File: src/shared/bm_pkg.sv
// Behaviour
// Word monitor captures every command, status and data word from both buses.
// Each captured word stores two RAM words: bus word then its tag word.
// Tag word encodes bus channel, word validity and inter-word gap.
// Word monitor starts storing at address read from pointer location 0100 (area A).
// Host-readable write counter wraps to 0000 after FFFF, or 0FFF for 4K RAM.
// Pointer locations 0100 and 0104 are not protected from being overwritten.
// Captured words compare against one 16-bit pattern for trigger and interrupt.
// Pattern-match interrupt only when its enable bit in mask register is set.
// Pattern trigger acts only when enabled; configuration chooses start or stop.
// Rising edge on external trigger input starts word monitoring.
// Selective monitor separates command from status words itself to find messages.
// Filter address: bits 9,7 set, terminal address, direction, subaddress bit 4.
// Subaddress bits 3-0 pick the filter bit in the addressed word.
// Filter bit zero drops message; one builds command entry and data stack words.
// Terminal-to-terminal: accepted receive command stores the transmit command too.
// Receive message: command in command entry, data then status in data stack.
// Stack pointers at 102/106 and 103/107; filter table spans 0280-02FF.
// Command stack size selectable: 256, 1K, 4K or 16K words.
// Data stack size selectable: 512 words up to 64K words in powers of two.
// Combined mode skips own and broadcast address, monitors the remaining 30.
// End-of-message and 50%/100% stack interrupts for both stacks.
// Interrupt queue 64 words, 32 messages, filtered by valid or invalid messages.
// Queue entry is vector word then parameter pointing to block status word.
// Vector bit 0 is one for message events, zero otherwise, never both.
// Queue pointer names next free location, wraps modulo 64, host initialises.
// Host must initialise stack pointers, filter table and queue pointer first.
package bm_pkg;
	typedef logic [15:0] bm_word_t;
	typedef logic [3:0]  bm_regaddr_t;
	typedef enum logic [1:0] {BM_OFF = 2'h0, BM_WORD = 2'h1, BM_SEL = 2'h2, BM_RTMT = 2'h3} bm_mode_t;
	// Gray steps along word path and along message path
	typedef enum logic [3:0] {
		S_IDLE = 4'h0, S_PTR_WAIT = 4'h1, S_RUN = 4'h3, S_TAG = 4'h2,
		S_FLT_WAIT = 4'h7, S_CPTR_WAIT = 4'h5, S_DPTR_WAIT = 4'h4, S_MSG = 4'hC,
		S_DESC = 4'hD, S_PW_C = 4'hF, S_PW_D = 4'hE, S_Q_VEC = 4'hA, S_Q_PAR = 4'hB
	} bm_state_t;
	// ==========================================================
	// Register map
	localparam bm_regaddr_t REG_CONFIG      = 4'h0;
	localparam bm_regaddr_t REG_IRQ_MASK    = 4'h1;
	localparam bm_regaddr_t REG_TRIG_WORD   = 4'h2;
	localparam bm_regaddr_t REG_DSTACK_ADDR = 4'h3;
	localparam bm_regaddr_t REG_QUEUE_PTR   = 4'h4;
	localparam bm_regaddr_t REG_STATUS      = 4'h5;
	localparam bm_regaddr_t REG_OWN_ADDR    = 4'h6;
	localparam int CFG_TRIG_EN = 2;
	localparam int CFG_STOP_ON = 3;
	localparam int CFG_START   = 4;
	localparam int CFG_RAM_4K  = 5;
	localparam int CFG_AREA_B  = 6;
	localparam int CFG_CSIZE   = 7;
	localparam int CFG_DSIZE   = 9;
	localparam int CFG_Q_VALID = 12;
	localparam int CFG_Q_INVAL = 13;
	localparam int CFG_STOP    = 14;
	localparam bm_word_t CFG_STORE_MASK = 16'h3FEF;
	localparam int MSK_PATTERN = 0;
	localparam int MSK_EOM     = 1;
	localparam int ST_PATTERN  = 2;
	localparam bm_word_t RST_WORD = 16'h0000;
	// ==========================================================
	// Fixed RAM locations and bus word fields
	localparam bm_word_t WM_PTR_A    = 16'h0100;
	localparam bm_word_t WM_PTR_B    = 16'h0104;
	localparam bm_word_t SM_CPTR_A   = 16'h0102;
	localparam bm_word_t SM_DPTR_A   = 16'h0103;
	localparam bm_word_t SM_CPTR_B   = 16'h0106;
	localparam bm_word_t SM_DPTR_B   = 16'h0107;
	localparam bm_word_t FILTER_BASE = 16'h0280;
	localparam bm_word_t WM_MASK_64K = 16'hFFFF;
	localparam bm_word_t WM_MASK_4K  = 16'h0FFF;
	localparam int QUEUE_WORDS = 64;
	localparam logic [4:0] BCAST_ADDR = 5'h1F;
	localparam logic [4:0] MC_SA_LO   = 5'h00;
	localparam logic [4:0] MC_SA_HI   = 5'h1F;
	localparam logic [6:0] MAX_WC     = 7'h20;
	localparam logic [1:0] DESC_LAST  = 2'h3;
	// ==========================================================
	// Circular step inside a power-of-two stack
	function automatic bm_word_t stack_step(bm_word_t ptr, bm_word_t mask);
		return (ptr & ~mask) | ((ptr + 16'h0001) & mask);
	endfunction
	function automatic bm_word_t cmd_stack_mask(logic [1:0] code);
		case (code)
			2'h0: return 16'h00FF;
			2'h1: return 16'h03FF;
			2'h2: return 16'h0FFF;
			default: return 16'h3FFF;
		endcase
	endfunction
	function automatic bm_word_t data_stack_mask(logic [2:0] code);
		return (16'h01FF << code) | 16'h01FF;
	endfunction
endpackage

File: src/logic/bm_monitor.sv
`timescale 1ns/1ps
module bm_monitor #(
	parameter int QUEUE_DEPTH = bm_pkg::QUEUE_WORDS
) (
	input  wire logic               clk,
	input  wire logic               rstn,
	input  wire bm_pkg::bm_regaddr_t reg_addr,
	input  wire bm_pkg::bm_word_t   reg_wdata,
	input  wire logic               reg_wr,
	input  wire logic               reg_rd,
	output logic [15:0]             reg_rdata,
	input  wire logic               rx_word_stb,
	input  wire bm_pkg::bm_word_t   rx_word,
	input  wire logic               rx_chan_b,
	input  wire logic               rx_cmd_sync,
	input  wire logic               rx_word_ok,
	input  wire logic [7:0]         rx_gap,
	input  wire logic               external_start_edge_input,
	output logic [15:0]             ram_addr,
	output logic [15:0]             ram_wdata,
	output logic                    ram_we,
	output logic                    ram_re,
	input  wire bm_pkg::bm_word_t   ram_rdata,
	output logic                    pattern_event,
	output logic                    eom_event
);
	import bm_pkg::*;

	localparam bm_word_t QMASK = 16'(QUEUE_DEPTH - 1);

	// ==========================================================
	// Registers
	bm_state_t  state_reg;
	bm_word_t   cfg_reg, mask_reg, trig_reg, qptr_reg, wm_cnt_reg, tag_reg, cmd_reg;
	bm_word_t   cptr_reg, dptr_reg, centry_reg, dstart_reg, rdata_reg;
	bm_word_t   ram_addr_reg, ram_wdata_reg;
	logic [4:0] own_reg;
	logic [6:0] remain_reg;
	logic [3:0] vec_reg;
	logic [1:0] desc_idx_reg;
	logic       ram_we_reg, ram_re_reg, rd_wait_reg, capture_reg, pat_hit_reg;
	logic       first_reg, err_reg, chan_reg, ext_prev_reg, pat_ev_reg, eom_ev_reg;

	// ==========================================================
	// Decoding
	wire bm_mode_t mode     = bm_mode_t'(cfg_reg[1:0]);
	wire       cfg_wr       = reg_wr && reg_addr == REG_CONFIG;
	wire       start_req    = cfg_wr && reg_wdata[CFG_START];
	wire       stop_req     = cfg_wr && reg_wdata[CFG_STOP];
	// START may arrive in the same write as the mode, so idle decisions use the incoming value
	wire bm_word_t cfg_now  = cfg_wr ? (reg_wdata & CFG_STORE_MASK) : cfg_reg;
	wire bm_mode_t mode_now = bm_mode_t'(cfg_now[1:0]);
	wire       cap_at_start = !(cfg_now[CFG_TRIG_EN] && !cfg_now[CFG_STOP_ON]);
	wire       sm_start     = start_req && (mode_now == BM_SEL || mode_now == BM_RTMT);
	wire       qptr_wr      = reg_wr && reg_addr == REG_QUEUE_PTR;
	wire       pat_clr      = reg_wr && reg_addr == REG_STATUS && reg_wdata[ST_PATTERN];
	wire       area_b       = cfg_reg[CFG_AREA_B];
	wire       ext_rise     = external_start_edge_input && !ext_prev_reg;
	wire       trig_en      = cfg_reg[CFG_TRIG_EN];
	wire       stop_on      = cfg_reg[CFG_STOP_ON];
	wire       in_run       = state_reg == S_RUN;
	wire       sm_mode      = mode == BM_SEL || mode == BM_RTMT;
	wire       armed        = in_run && mode == BM_WORD && !capture_reg;

	// Single compare word serves trigger and pattern event alike
	wire       pattern_match = in_run && mode == BM_WORD && rx_word_stb && rx_word == trig_reg;
	wire       trig_start   = pattern_match && trig_en && !stop_on && !capture_reg;
	wire       trig_stop    = pattern_match && trig_en && stop_on && capture_reg;
	wire       wm_store     = in_run && mode == BM_WORD && rx_word_stb && (capture_reg || trig_start);
	wire bm_word_t wm_mask  = cfg_reg[CFG_RAM_4K] ? WM_MASK_4K : WM_MASK_64K;
	wire bm_word_t wm_step  = (wm_cnt_reg + 16'h0001) & wm_mask;
	wire bm_word_t wm_tag   = {rx_chan_b, !rx_word_ok, rx_cmd_sync, 5'h00, rx_gap};

	// Combined mode leaves own address and broadcast to the terminal side
	wire       skip_own     = mode == BM_RTMT &&
	                          (rx_word[15:11] == own_reg || rx_word[15:11] == BCAST_ADDR);
	wire       sm_cmd       = in_run && sm_mode && rx_word_stb && rx_cmd_sync && rx_word_ok;
	wire bm_word_t flt_addr = FILTER_BASE | {9'h000, rx_word[15:9]};
	wire       flt_bit      = ram_rdata[cmd_reg[8:5]];
	wire bm_word_t cptr_loc = area_b ? SM_CPTR_B : SM_CPTR_A;
	wire bm_word_t dptr_loc = area_b ? SM_DPTR_B : SM_DPTR_A;

	// Stack stepping and half/full crossing detection
	wire bm_word_t cmask    = cmd_stack_mask(cfg_reg[CFG_CSIZE +: 2]);
	wire bm_word_t dmask    = data_stack_mask(cfg_reg[CFG_DSIZE +: 3]);
	wire bm_word_t chalf    = cmask ^ (cmask >> 1);
	wire bm_word_t dhalf    = dmask ^ (dmask >> 1);
	wire bm_word_t cptr_nx  = stack_step(cptr_reg, cmask);
	wire bm_word_t dptr_nx  = stack_step(dptr_reg, dmask);
	wire       cs50         = |(cptr_nx & chalf) && !(|(cptr_reg & chalf));
	wire       cs100        = (cptr_nx & cmask) == RST_WORD;
	wire       ds50         = |(dptr_nx & dhalf) && !(|(dptr_reg & dhalf));
	wire       ds100        = (dptr_nx & dmask) == RST_WORD;

	// A receive command followed at once by a transmit command is a terminal-to-terminal pair
	wire       sm_word      = state_reg == S_MSG && rx_word_stb;
	wire       rtrt         = sm_word && first_reg && rx_cmd_sync && !cmd_reg[10] && rx_word[10];

	// Vector: bit 0 marks a message entry, event bits gated by the mask
	wire bm_word_t vector   = {10'h000, vec_reg & mask_reg[5:2], mask_reg[MSK_EOM], 1'b1};
	wire       q_ok         = |vector[5:1] && (err_reg ? cfg_reg[CFG_Q_INVAL]
	                                                    : cfg_reg[CFG_Q_VALID]);
	wire bm_word_t qptr_nx  = stack_step(qptr_reg, QMASK);

	// Words left after the command: data words plus status, none for broadcast status
	function automatic logic [6:0] msg_words(bm_word_t c);
		logic [6:0] data;
		logic [6:0] stat;
		data = 7'h00;
		if (c[9:5] == MC_SA_LO || c[9:5] == MC_SA_HI) begin
			data = {6'h00, c[4]};
		end else if (c[4:0] == 5'h00) begin
			data = MAX_WC;
		end else begin
			data = {2'h0, c[4:0]};
		end
		stat = (c[15:11] == BCAST_ADDR) ? 7'h00 : 7'h01;
		return data + stat;
	endfunction
	wire [6:0] cmd_len = msg_words(cmd_reg);

	// Register read selection
	bm_word_t rd_sel;
	always_comb begin
		if (reg_addr == REG_CONFIG) begin
			rd_sel = cfg_reg;
		end else if (reg_addr == REG_IRQ_MASK) begin
			rd_sel = mask_reg;
		end else if (reg_addr == REG_TRIG_WORD) begin
			rd_sel = trig_reg;
		end else if (reg_addr == REG_DSTACK_ADDR) begin
			rd_sel = (mode == BM_WORD) ? wm_cnt_reg : dptr_reg;
		end else if (reg_addr == REG_QUEUE_PTR) begin
			rd_sel = qptr_reg;
		end else if (reg_addr == REG_STATUS) begin
			rd_sel = {12'h000, state_reg == S_MSG, pat_hit_reg, armed, state_reg != S_IDLE};
		end else if (reg_addr == REG_OWN_ADDR) begin
			rd_sel = {11'h000, own_reg};
		end else begin
			rd_sel = RST_WORD;
		end
	end

	// ==========================================================
	// Host registers
	always_ff @(posedge clk) begin
		if (!rstn) begin
			cfg_reg      <= RST_WORD;
			mask_reg     <= RST_WORD;
			trig_reg     <= RST_WORD;
			own_reg      <= 5'h00;
			rdata_reg    <= RST_WORD;
			pat_hit_reg  <= 1'b0;
			pat_ev_reg   <= 1'b0;
			ext_prev_reg <= 1'b0;
		end else begin
			if (cfg_wr) begin
				cfg_reg <= reg_wdata & CFG_STORE_MASK;
			end
			if (reg_wr && reg_addr == REG_IRQ_MASK) begin
				mask_reg <= reg_wdata;
			end
			if (reg_wr && reg_addr == REG_TRIG_WORD) begin
				trig_reg <= reg_wdata;
			end
			if (reg_wr && reg_addr == REG_OWN_ADDR) begin
				own_reg <= reg_wdata[4:0];
			end
			rdata_reg    <= reg_rd ? rd_sel : RST_WORD;
			pat_ev_reg   <= pattern_match && mask_reg[MSK_PATTERN];
			// Set wins over a clear in the same cycle
			pat_hit_reg  <= (pattern_match && mask_reg[MSK_PATTERN]) || (pat_hit_reg && !pat_clr);
			ext_prev_reg <= external_start_edge_input;
		end
	end

	// ==========================================================
	// Sequencer: one RAM access per cycle, reads answer two cycles after issue
	always_ff @(posedge clk) begin
		if (!rstn) begin
			state_reg     <= S_IDLE;
			ram_addr_reg  <= RST_WORD;
			ram_wdata_reg <= RST_WORD;
			ram_we_reg    <= 1'b0;
			ram_re_reg    <= 1'b0;
			rd_wait_reg   <= 1'b0;
			capture_reg   <= 1'b0;
			wm_cnt_reg    <= RST_WORD;
			tag_reg       <= RST_WORD;
			cmd_reg       <= RST_WORD;
			cptr_reg      <= RST_WORD;
			dptr_reg      <= RST_WORD;
			centry_reg    <= RST_WORD;
			dstart_reg    <= RST_WORD;
			qptr_reg      <= RST_WORD;
			remain_reg    <= 7'h00;
			vec_reg       <= 4'h0;
			desc_idx_reg  <= 2'h0;
			first_reg     <= 1'b0;
			err_reg       <= 1'b0;
			chan_reg      <= 1'b0;
			eom_ev_reg    <= 1'b0;
		end else begin
			ram_we_reg  <= 1'b0;
			ram_re_reg  <= 1'b0;
			rd_wait_reg <= 1'b0;
			eom_ev_reg  <= 1'b0;
			case (state_reg)
				S_IDLE: begin
					if (mode_now == BM_WORD && (start_req || ext_rise)) begin
						ram_addr_reg <= cfg_now[CFG_AREA_B] ? WM_PTR_B : WM_PTR_A;
						ram_re_reg   <= 1'b1;
						rd_wait_reg  <= 1'b1;
						capture_reg  <= ext_rise || cap_at_start;
						state_reg    <= S_PTR_WAIT;
					end else if (sm_start) begin
						state_reg <= S_RUN;
					end
				end
				S_PTR_WAIT: begin
					if (!rd_wait_reg) begin
						wm_cnt_reg <= ram_rdata;
						state_reg  <= S_RUN;
					end
				end
				S_RUN: begin
					if (mode == BM_WORD && ext_rise) begin
						capture_reg <= 1'b1;
					end
					if (wm_store) begin
						// Pointer words at 0100/0104 are written over like any other
						ram_addr_reg  <= wm_cnt_reg;
						ram_wdata_reg <= rx_word;
						ram_we_reg    <= 1'b1;
						wm_cnt_reg    <= wm_step;
						tag_reg       <= wm_tag;
						state_reg     <= S_TAG;
						if (trig_start) begin
							capture_reg <= 1'b1;
						end else if (trig_stop) begin
							capture_reg <= 1'b0;
						end
					end else if (sm_cmd && !skip_own) begin
						cmd_reg      <= rx_word;
						chan_reg     <= rx_chan_b;
						ram_addr_reg <= flt_addr;
						ram_re_reg   <= 1'b1;
						rd_wait_reg  <= 1'b1;
						state_reg    <= S_FLT_WAIT;
					end
				end
				S_TAG: begin
					ram_addr_reg  <= wm_cnt_reg;
					ram_wdata_reg <= tag_reg;
					ram_we_reg    <= 1'b1;
					wm_cnt_reg    <= wm_step;
					state_reg     <= S_RUN;
				end
				S_FLT_WAIT: begin
					if (!rd_wait_reg) begin
						if (flt_bit) begin
							ram_addr_reg <= cptr_loc;
							ram_re_reg   <= 1'b1;
							rd_wait_reg  <= 1'b1;
							state_reg    <= S_CPTR_WAIT;
						end else begin
							state_reg <= S_RUN;
						end
					end
				end
				S_CPTR_WAIT: begin
					if (!rd_wait_reg) begin
						cptr_reg     <= ram_rdata;
						centry_reg   <= ram_rdata;
						ram_addr_reg <= dptr_loc;
						ram_re_reg   <= 1'b1;
						rd_wait_reg  <= 1'b1;
						state_reg    <= S_DPTR_WAIT;
					end
				end
				S_DPTR_WAIT: begin
					if (!rd_wait_reg) begin
						dptr_reg     <= ram_rdata;
						dstart_reg   <= ram_rdata;
						remain_reg   <= cmd_len;
						first_reg    <= 1'b1;
						err_reg      <= 1'b0;
						vec_reg      <= 4'h0;
						desc_idx_reg <= 2'h0;
						state_reg    <= (cmd_len == 7'h00) ? S_DESC : S_MSG;
					end
				end
				S_MSG: begin
					if (sm_word) begin
						// Data, status and a second command all go to the data stack
						ram_addr_reg  <= dptr_reg;
						ram_wdata_reg <= rx_word;
						ram_we_reg    <= 1'b1;
						dptr_reg      <= dptr_nx;
						vec_reg[2]    <= vec_reg[2] | ds50;
						vec_reg[3]    <= vec_reg[3] | ds100;
						first_reg     <= 1'b0;
						if (rtrt) begin
							remain_reg <= remain_reg + 7'h01;
						end else begin
							remain_reg <= remain_reg - 7'h01;
						end
						if (!rx_word_ok) begin
							err_reg   <= 1'b1;
							state_reg <= S_DESC;
						end else if (!rtrt && remain_reg == 7'h01) begin
							state_reg <= S_DESC;
						end
					end
				end
				S_DESC: begin
					// Entry: block status, unused time slot, data start, command word
					ram_addr_reg <= cptr_reg;
					ram_we_reg   <= 1'b1;
					case (desc_idx_reg)
						2'h0: ram_wdata_reg <= {1'b1, 1'b0, chan_reg, err_reg, 12'h000};
						2'h1: ram_wdata_reg <= RST_WORD;
						2'h2: ram_wdata_reg <= dstart_reg;
						default: ram_wdata_reg <= cmd_reg;
					endcase
					cptr_reg     <= cptr_nx;
					vec_reg[0]   <= vec_reg[0] | cs50;
					vec_reg[1]   <= vec_reg[1] | cs100;
					desc_idx_reg <= desc_idx_reg + 2'h1;
					if (desc_idx_reg == DESC_LAST) begin
						state_reg <= S_PW_C;
					end
				end
				S_PW_C: begin
					ram_addr_reg  <= cptr_loc;
					ram_wdata_reg <= cptr_reg;
					ram_we_reg    <= 1'b1;
					state_reg     <= S_PW_D;
				end
				S_PW_D: begin
					ram_addr_reg  <= dptr_loc;
					ram_wdata_reg <= dptr_reg;
					ram_we_reg    <= 1'b1;
					eom_ev_reg    <= 1'b1;
					state_reg     <= q_ok ? S_Q_VEC : S_RUN;
				end
				S_Q_VEC: begin
					ram_addr_reg  <= qptr_reg;
					ram_wdata_reg <= vector;
					ram_we_reg    <= 1'b1;
					qptr_reg      <= qptr_nx;
					state_reg     <= S_Q_PAR;
				end
				S_Q_PAR: begin
					ram_addr_reg  <= qptr_reg;
					ram_wdata_reg <= centry_reg;
					ram_we_reg    <= 1'b1;
					qptr_reg      <= qptr_nx;
					state_reg     <= S_RUN;
				end
				default: state_reg <= S_IDLE;
			endcase
			if (qptr_wr) begin
				qptr_reg <= reg_wdata;
			end
			// Stopping mid-message drops the pointer write-back
			if (stop_req) begin
				state_reg   <= S_IDLE;
				capture_reg <= 1'b0;
			end
		end
	end

	assign reg_rdata     = rdata_reg;
	assign ram_addr      = ram_addr_reg;
	assign ram_wdata     = ram_wdata_reg;
	assign ram_we        = ram_we_reg;
	assign ram_re        = ram_re_reg;
	assign pattern_event = pat_ev_reg;
	assign eom_event     = eom_ev_reg;
endmodule

File: config.mk
export PLATFORM = sky130hd
export DESIGN_NAME = bm_monitor
export DESIGN_NICKNAME = d
export VERILOG_FILES = /design/src/shared/bm_pkg.sv /design/src/logic/bm_monitor.sv
export SDC_FILE = /design/constraint.sdc
export NUM_CORES = 1
export LEC_CHECK = 0
export BUFFER_PORTS_ARGS = -buffer_cell sky130_fd_sc_hd__buf_2
export CAP_MARGIN = 20
export CORE_MARGIN = 1
export CORE_UTILIZATION = 50
export CTS_CLUSTER_SIZE = 25
export DETAILED_ROUTE_END_ITERATION = 6
export GPL_TIMING_DRIVEN = 1
export PLACE_DENSITY = 0.69
export SLEW_MARGIN = 5
export SYNTH_ARGS = -nofsm -noshare
export SYNTH_HDL_FRONTEND = slang
export SYNTH_SLANG_ARGS = --single-unit
File: constraint.sdc
create_clock -name clk -period 7.22 [get_ports clk]
set_input_delay 0.722 -clock clk [delete_from_list [all_inputs] [get_ports clk]]
set_output_delay 0.722 -clock clk [all_outputs]
set_load 0.02 [all_outputs]
==> results.md <==
- Fin util: 0.567
- Slew Viols, Final: 0
- Main flop type after synthesis: dfxtp_1
- Synth Area in Compound Gates: 0.250
- Synth top area cells: dfxtp_1, nand2_1, a21oi_1
- Hold buffer count at CTS: 0
- DRT Wirelength: between 50000 and 60000 um
- Final Cell Area: ~15000 um2
- Die width: between 150 and 200 um
- Final ANT Viol Nets: 0
- Gr ovfl total: 0
- Final Non-Filler Cells: 2225
- Setup ws final: about 3400 ps
- Initial drt markers: 2000
- Seq/Total Area, Yosys: 0.362
- TritonRoute pass-1 iters: 7
- Max-cap violation count: 0
- Number of synthesis warnings: 0
- Worst EP required: about 7700 ps
- Hold Crit Class: input port to register
- Max FO, Critical Path: 30
- Nature of the critical path startpoint: register
- Largest family of logic cells by synthesized area: compound AO/OA/AOI/OAI gates
- DR DRC count: 1
- Die ar.: between 20000 and 30000 um2
- Syn Nets: between 1500 and 2000
- Post-CTS Setup Repair Bufs: 0
- Resized Gates After CTS: 0
- CTS Buf Count: 27
- Die Span Y: between 150 and 200 um
- Post-Synth Simple-Gate Area: 0.249
- Crit path kind: register to register
- Filler instances: 2586
- Setup TNS: 0 ps
- Buffers on Ports: 120
- Synth Cell Area: 13700 um2
- Cell taking the most area after synthesis: dfxtp_1
- Area growth syn-to-layout: 11.3%
- Final min period: between 3000 and 4000 ps
- Vias per inst: 6.54
- Max Freq: approximately 260 MHz
- WP buf/inv: 1
- Cells after Synth: roughly 1800
- Final setup violating endpoints: 0
- Top delay family on crit path: simple AND/OR/NAND/NOR gates
- Number of clock sinks: around 250
- Pre-CTS setup slack: between 2000 and 3000 ps
- Placed insts: 2172
- Avg Cell Area, Syn: 7.45 um2
- Leakage power: between 5 and 6 nW
- Skew final: ~15 ps
- Clock root cell: clkbuf_16
- Maximum VDD drop: approximately 0.22 mV
- Mux share of post-synthesis cell area: 0.0438
- Synthesis-stage register bit count: between 200 and 250
- Global-route total usage across every layer: 0.386
- CTS tree: done
- Worst setup EP type: register
- Worst EP arrival: between 4000 and 5000 ps
- Wire per inst: between 20 and 25 um
- Cell Area, Placed: around 14000 um2
- Io pins: around 120
- Initial Util: 0.510
- First-pass GRT wire length: 82100 um
- Post-synth EDFFs: 0
- Worst path max stage delay: 920 ps
- Status: complete, but fails checks
- Initial antenna violation count: 0
- Clk buf depth: 3
- Adder-Cell Fraction of Synth Area: 0.0118
- Vias: about 15000
- Hold Violations, Final: 0
- Slew Limit Headroom: 0.270
- Core outline area: 27000 um2
- H-tree Lvls: 1
- CP max stage cell: o311a_1
- Synth Area in XOR/XNOR: 0.0312
- Yosys top cell area share: 0.362
- Unique cell type count in the Yosys netlist: 83
- Worst path cell trace: and4bb_1 -> and3_1 -> nand3_1 -> o21ai_2 -> buf_4 -> o311a_1 -> nand2_1 -> o22ai_1
- Clock transition at path regs: ~70 ps
- PwrDens: 252 nW/um2
- Final period util: 0.527
- Clock Latency Late Sink: around 560 ps
- Least-Margin Pin Slew: around 1100 ps
- Post-DP HPWL: a little over 40000 um
- Asr flop ratio synth: 0
- Failing checks: DRC
- Routability cong.: around 1.0
- Vias in the first global route: 12800
- Setup repair after global routing missed its margin: no
- Maximum number of pins on one net before global-route repair: 81
- Share of post-route cells with drive strength above 1: 0.122
- Nets: between 1500 and 2000
- # rows: 60
## layer usage
layer,part of all wire,track usage
met2,0.41,0.566
met1,0.41,0.535
met3,0.12,0.0905
met4,0.053,0.176
met5,0,0
## area by class of cell
class | count | area, um2 | share of cell area
clock buffer | 40 | 795 | 0.0520
inverter | 28 | 110 | 0.00721
antenna | 1 | 2.50 | 0.000164
timing repair buffer | 144 | 792 | 0.0518
clock inverter | 8 | 103 | 0.00672
tap | 341 | 427 | 0.0279
sequential | 248 | 4960 | 0.325
multi-input combinational | 1415 | 8090 | 0.529
## through the flow
| stage | hold slack (ps) | total power [mW] |
|---|---|---|
| floorplan | 433 | 2.14 |
| global placement | 442 | 2.41 |
| detailed placement | 450 | 2.42 |
| CTS | 392 | 3.82 |
| global route | 411 | 3.97 |
| finish | 401 | 3.85 |
## final timing paths
kind | startpoint | end | slack [ps] | cells after the start
worst max-delay path | state_reg[3]$_SDFFE_PP0P_ | ram_addr[0]$_SDFFE_PN0P_ | 3410 | 8
worst min-delay path | external_start_edge_input | ext_prev_reg$_SDFF_PN0_ | 400 | 2
worst max register to register | state_reg[3]$_SDFFE_PP0P_ | ram_addr[0]$_SDFFE_PN0P_ | 3410 | 8
worst min register to register | mask_reg[14]$_SDFFE_PN0P_ | mask_reg[14]$_SDFFE_PN0P_ | 460 | 2
## kinds of logic after synthesis
logic type	count (synthesis)
adder cells (fa/ha/maj)	13
multiplexers	52
flip-flops	248
AO/OA/AOI/OAI	520
AND/OR/NAND/NOR	782
XOR/XNOR	48
buffers and inverters	181
## cells in the mapped netlist, drive strengths merged (5+ instances only)
cell	count
a211oi	29
a21oi	179
a221oi	29
a222oi	20
a22o	10
a22oi	34
a311oi	9
a31oi	37
and2	13
and3	25
buf	36
clkbuf	117
dfxtp	248
ha	13
inv	28
mux2	5
mux2i	41
mux4	6
nand2	360
nand2b	9
nand3	46
nand3b	6
nand4	12
nor2	211
nor2b	14
nor3	36
nor4	15
o211ai	9
o21a	6
o21ai	88
o22ai	15
o31a	5
o31ai	7
or2	6
or3	15
or4	5
xnor2	13
xor2	35
## report_power, final
group          switching (mW)  total [mW]  leakage, nW  internal [mW]
registers               0.113        1.57         2.00           1.46
clock network           0.594        1.42        0.436          0.830
logic                   0.572       0.850         2.98          0.278
## cell usage in the layout (no fill, tap or decap), types with 27 or more instances in the layout
cell type / n
xor2_1: 34
clkbuf_16: 27
nor2_1: 210
a221oi_1: 29
nand3_1: 45
nor3_1: 33
a211oi_1: 28
buf_2: 120
a31oi_1: 37
dfxtp_1: 248
a22oi_1: 34
inv_1: 27
o21ai_0: 87
mux2i_1: 41
nand2_1: 360
a21oi_1: 179
Power figures use the tool's default switching activity.
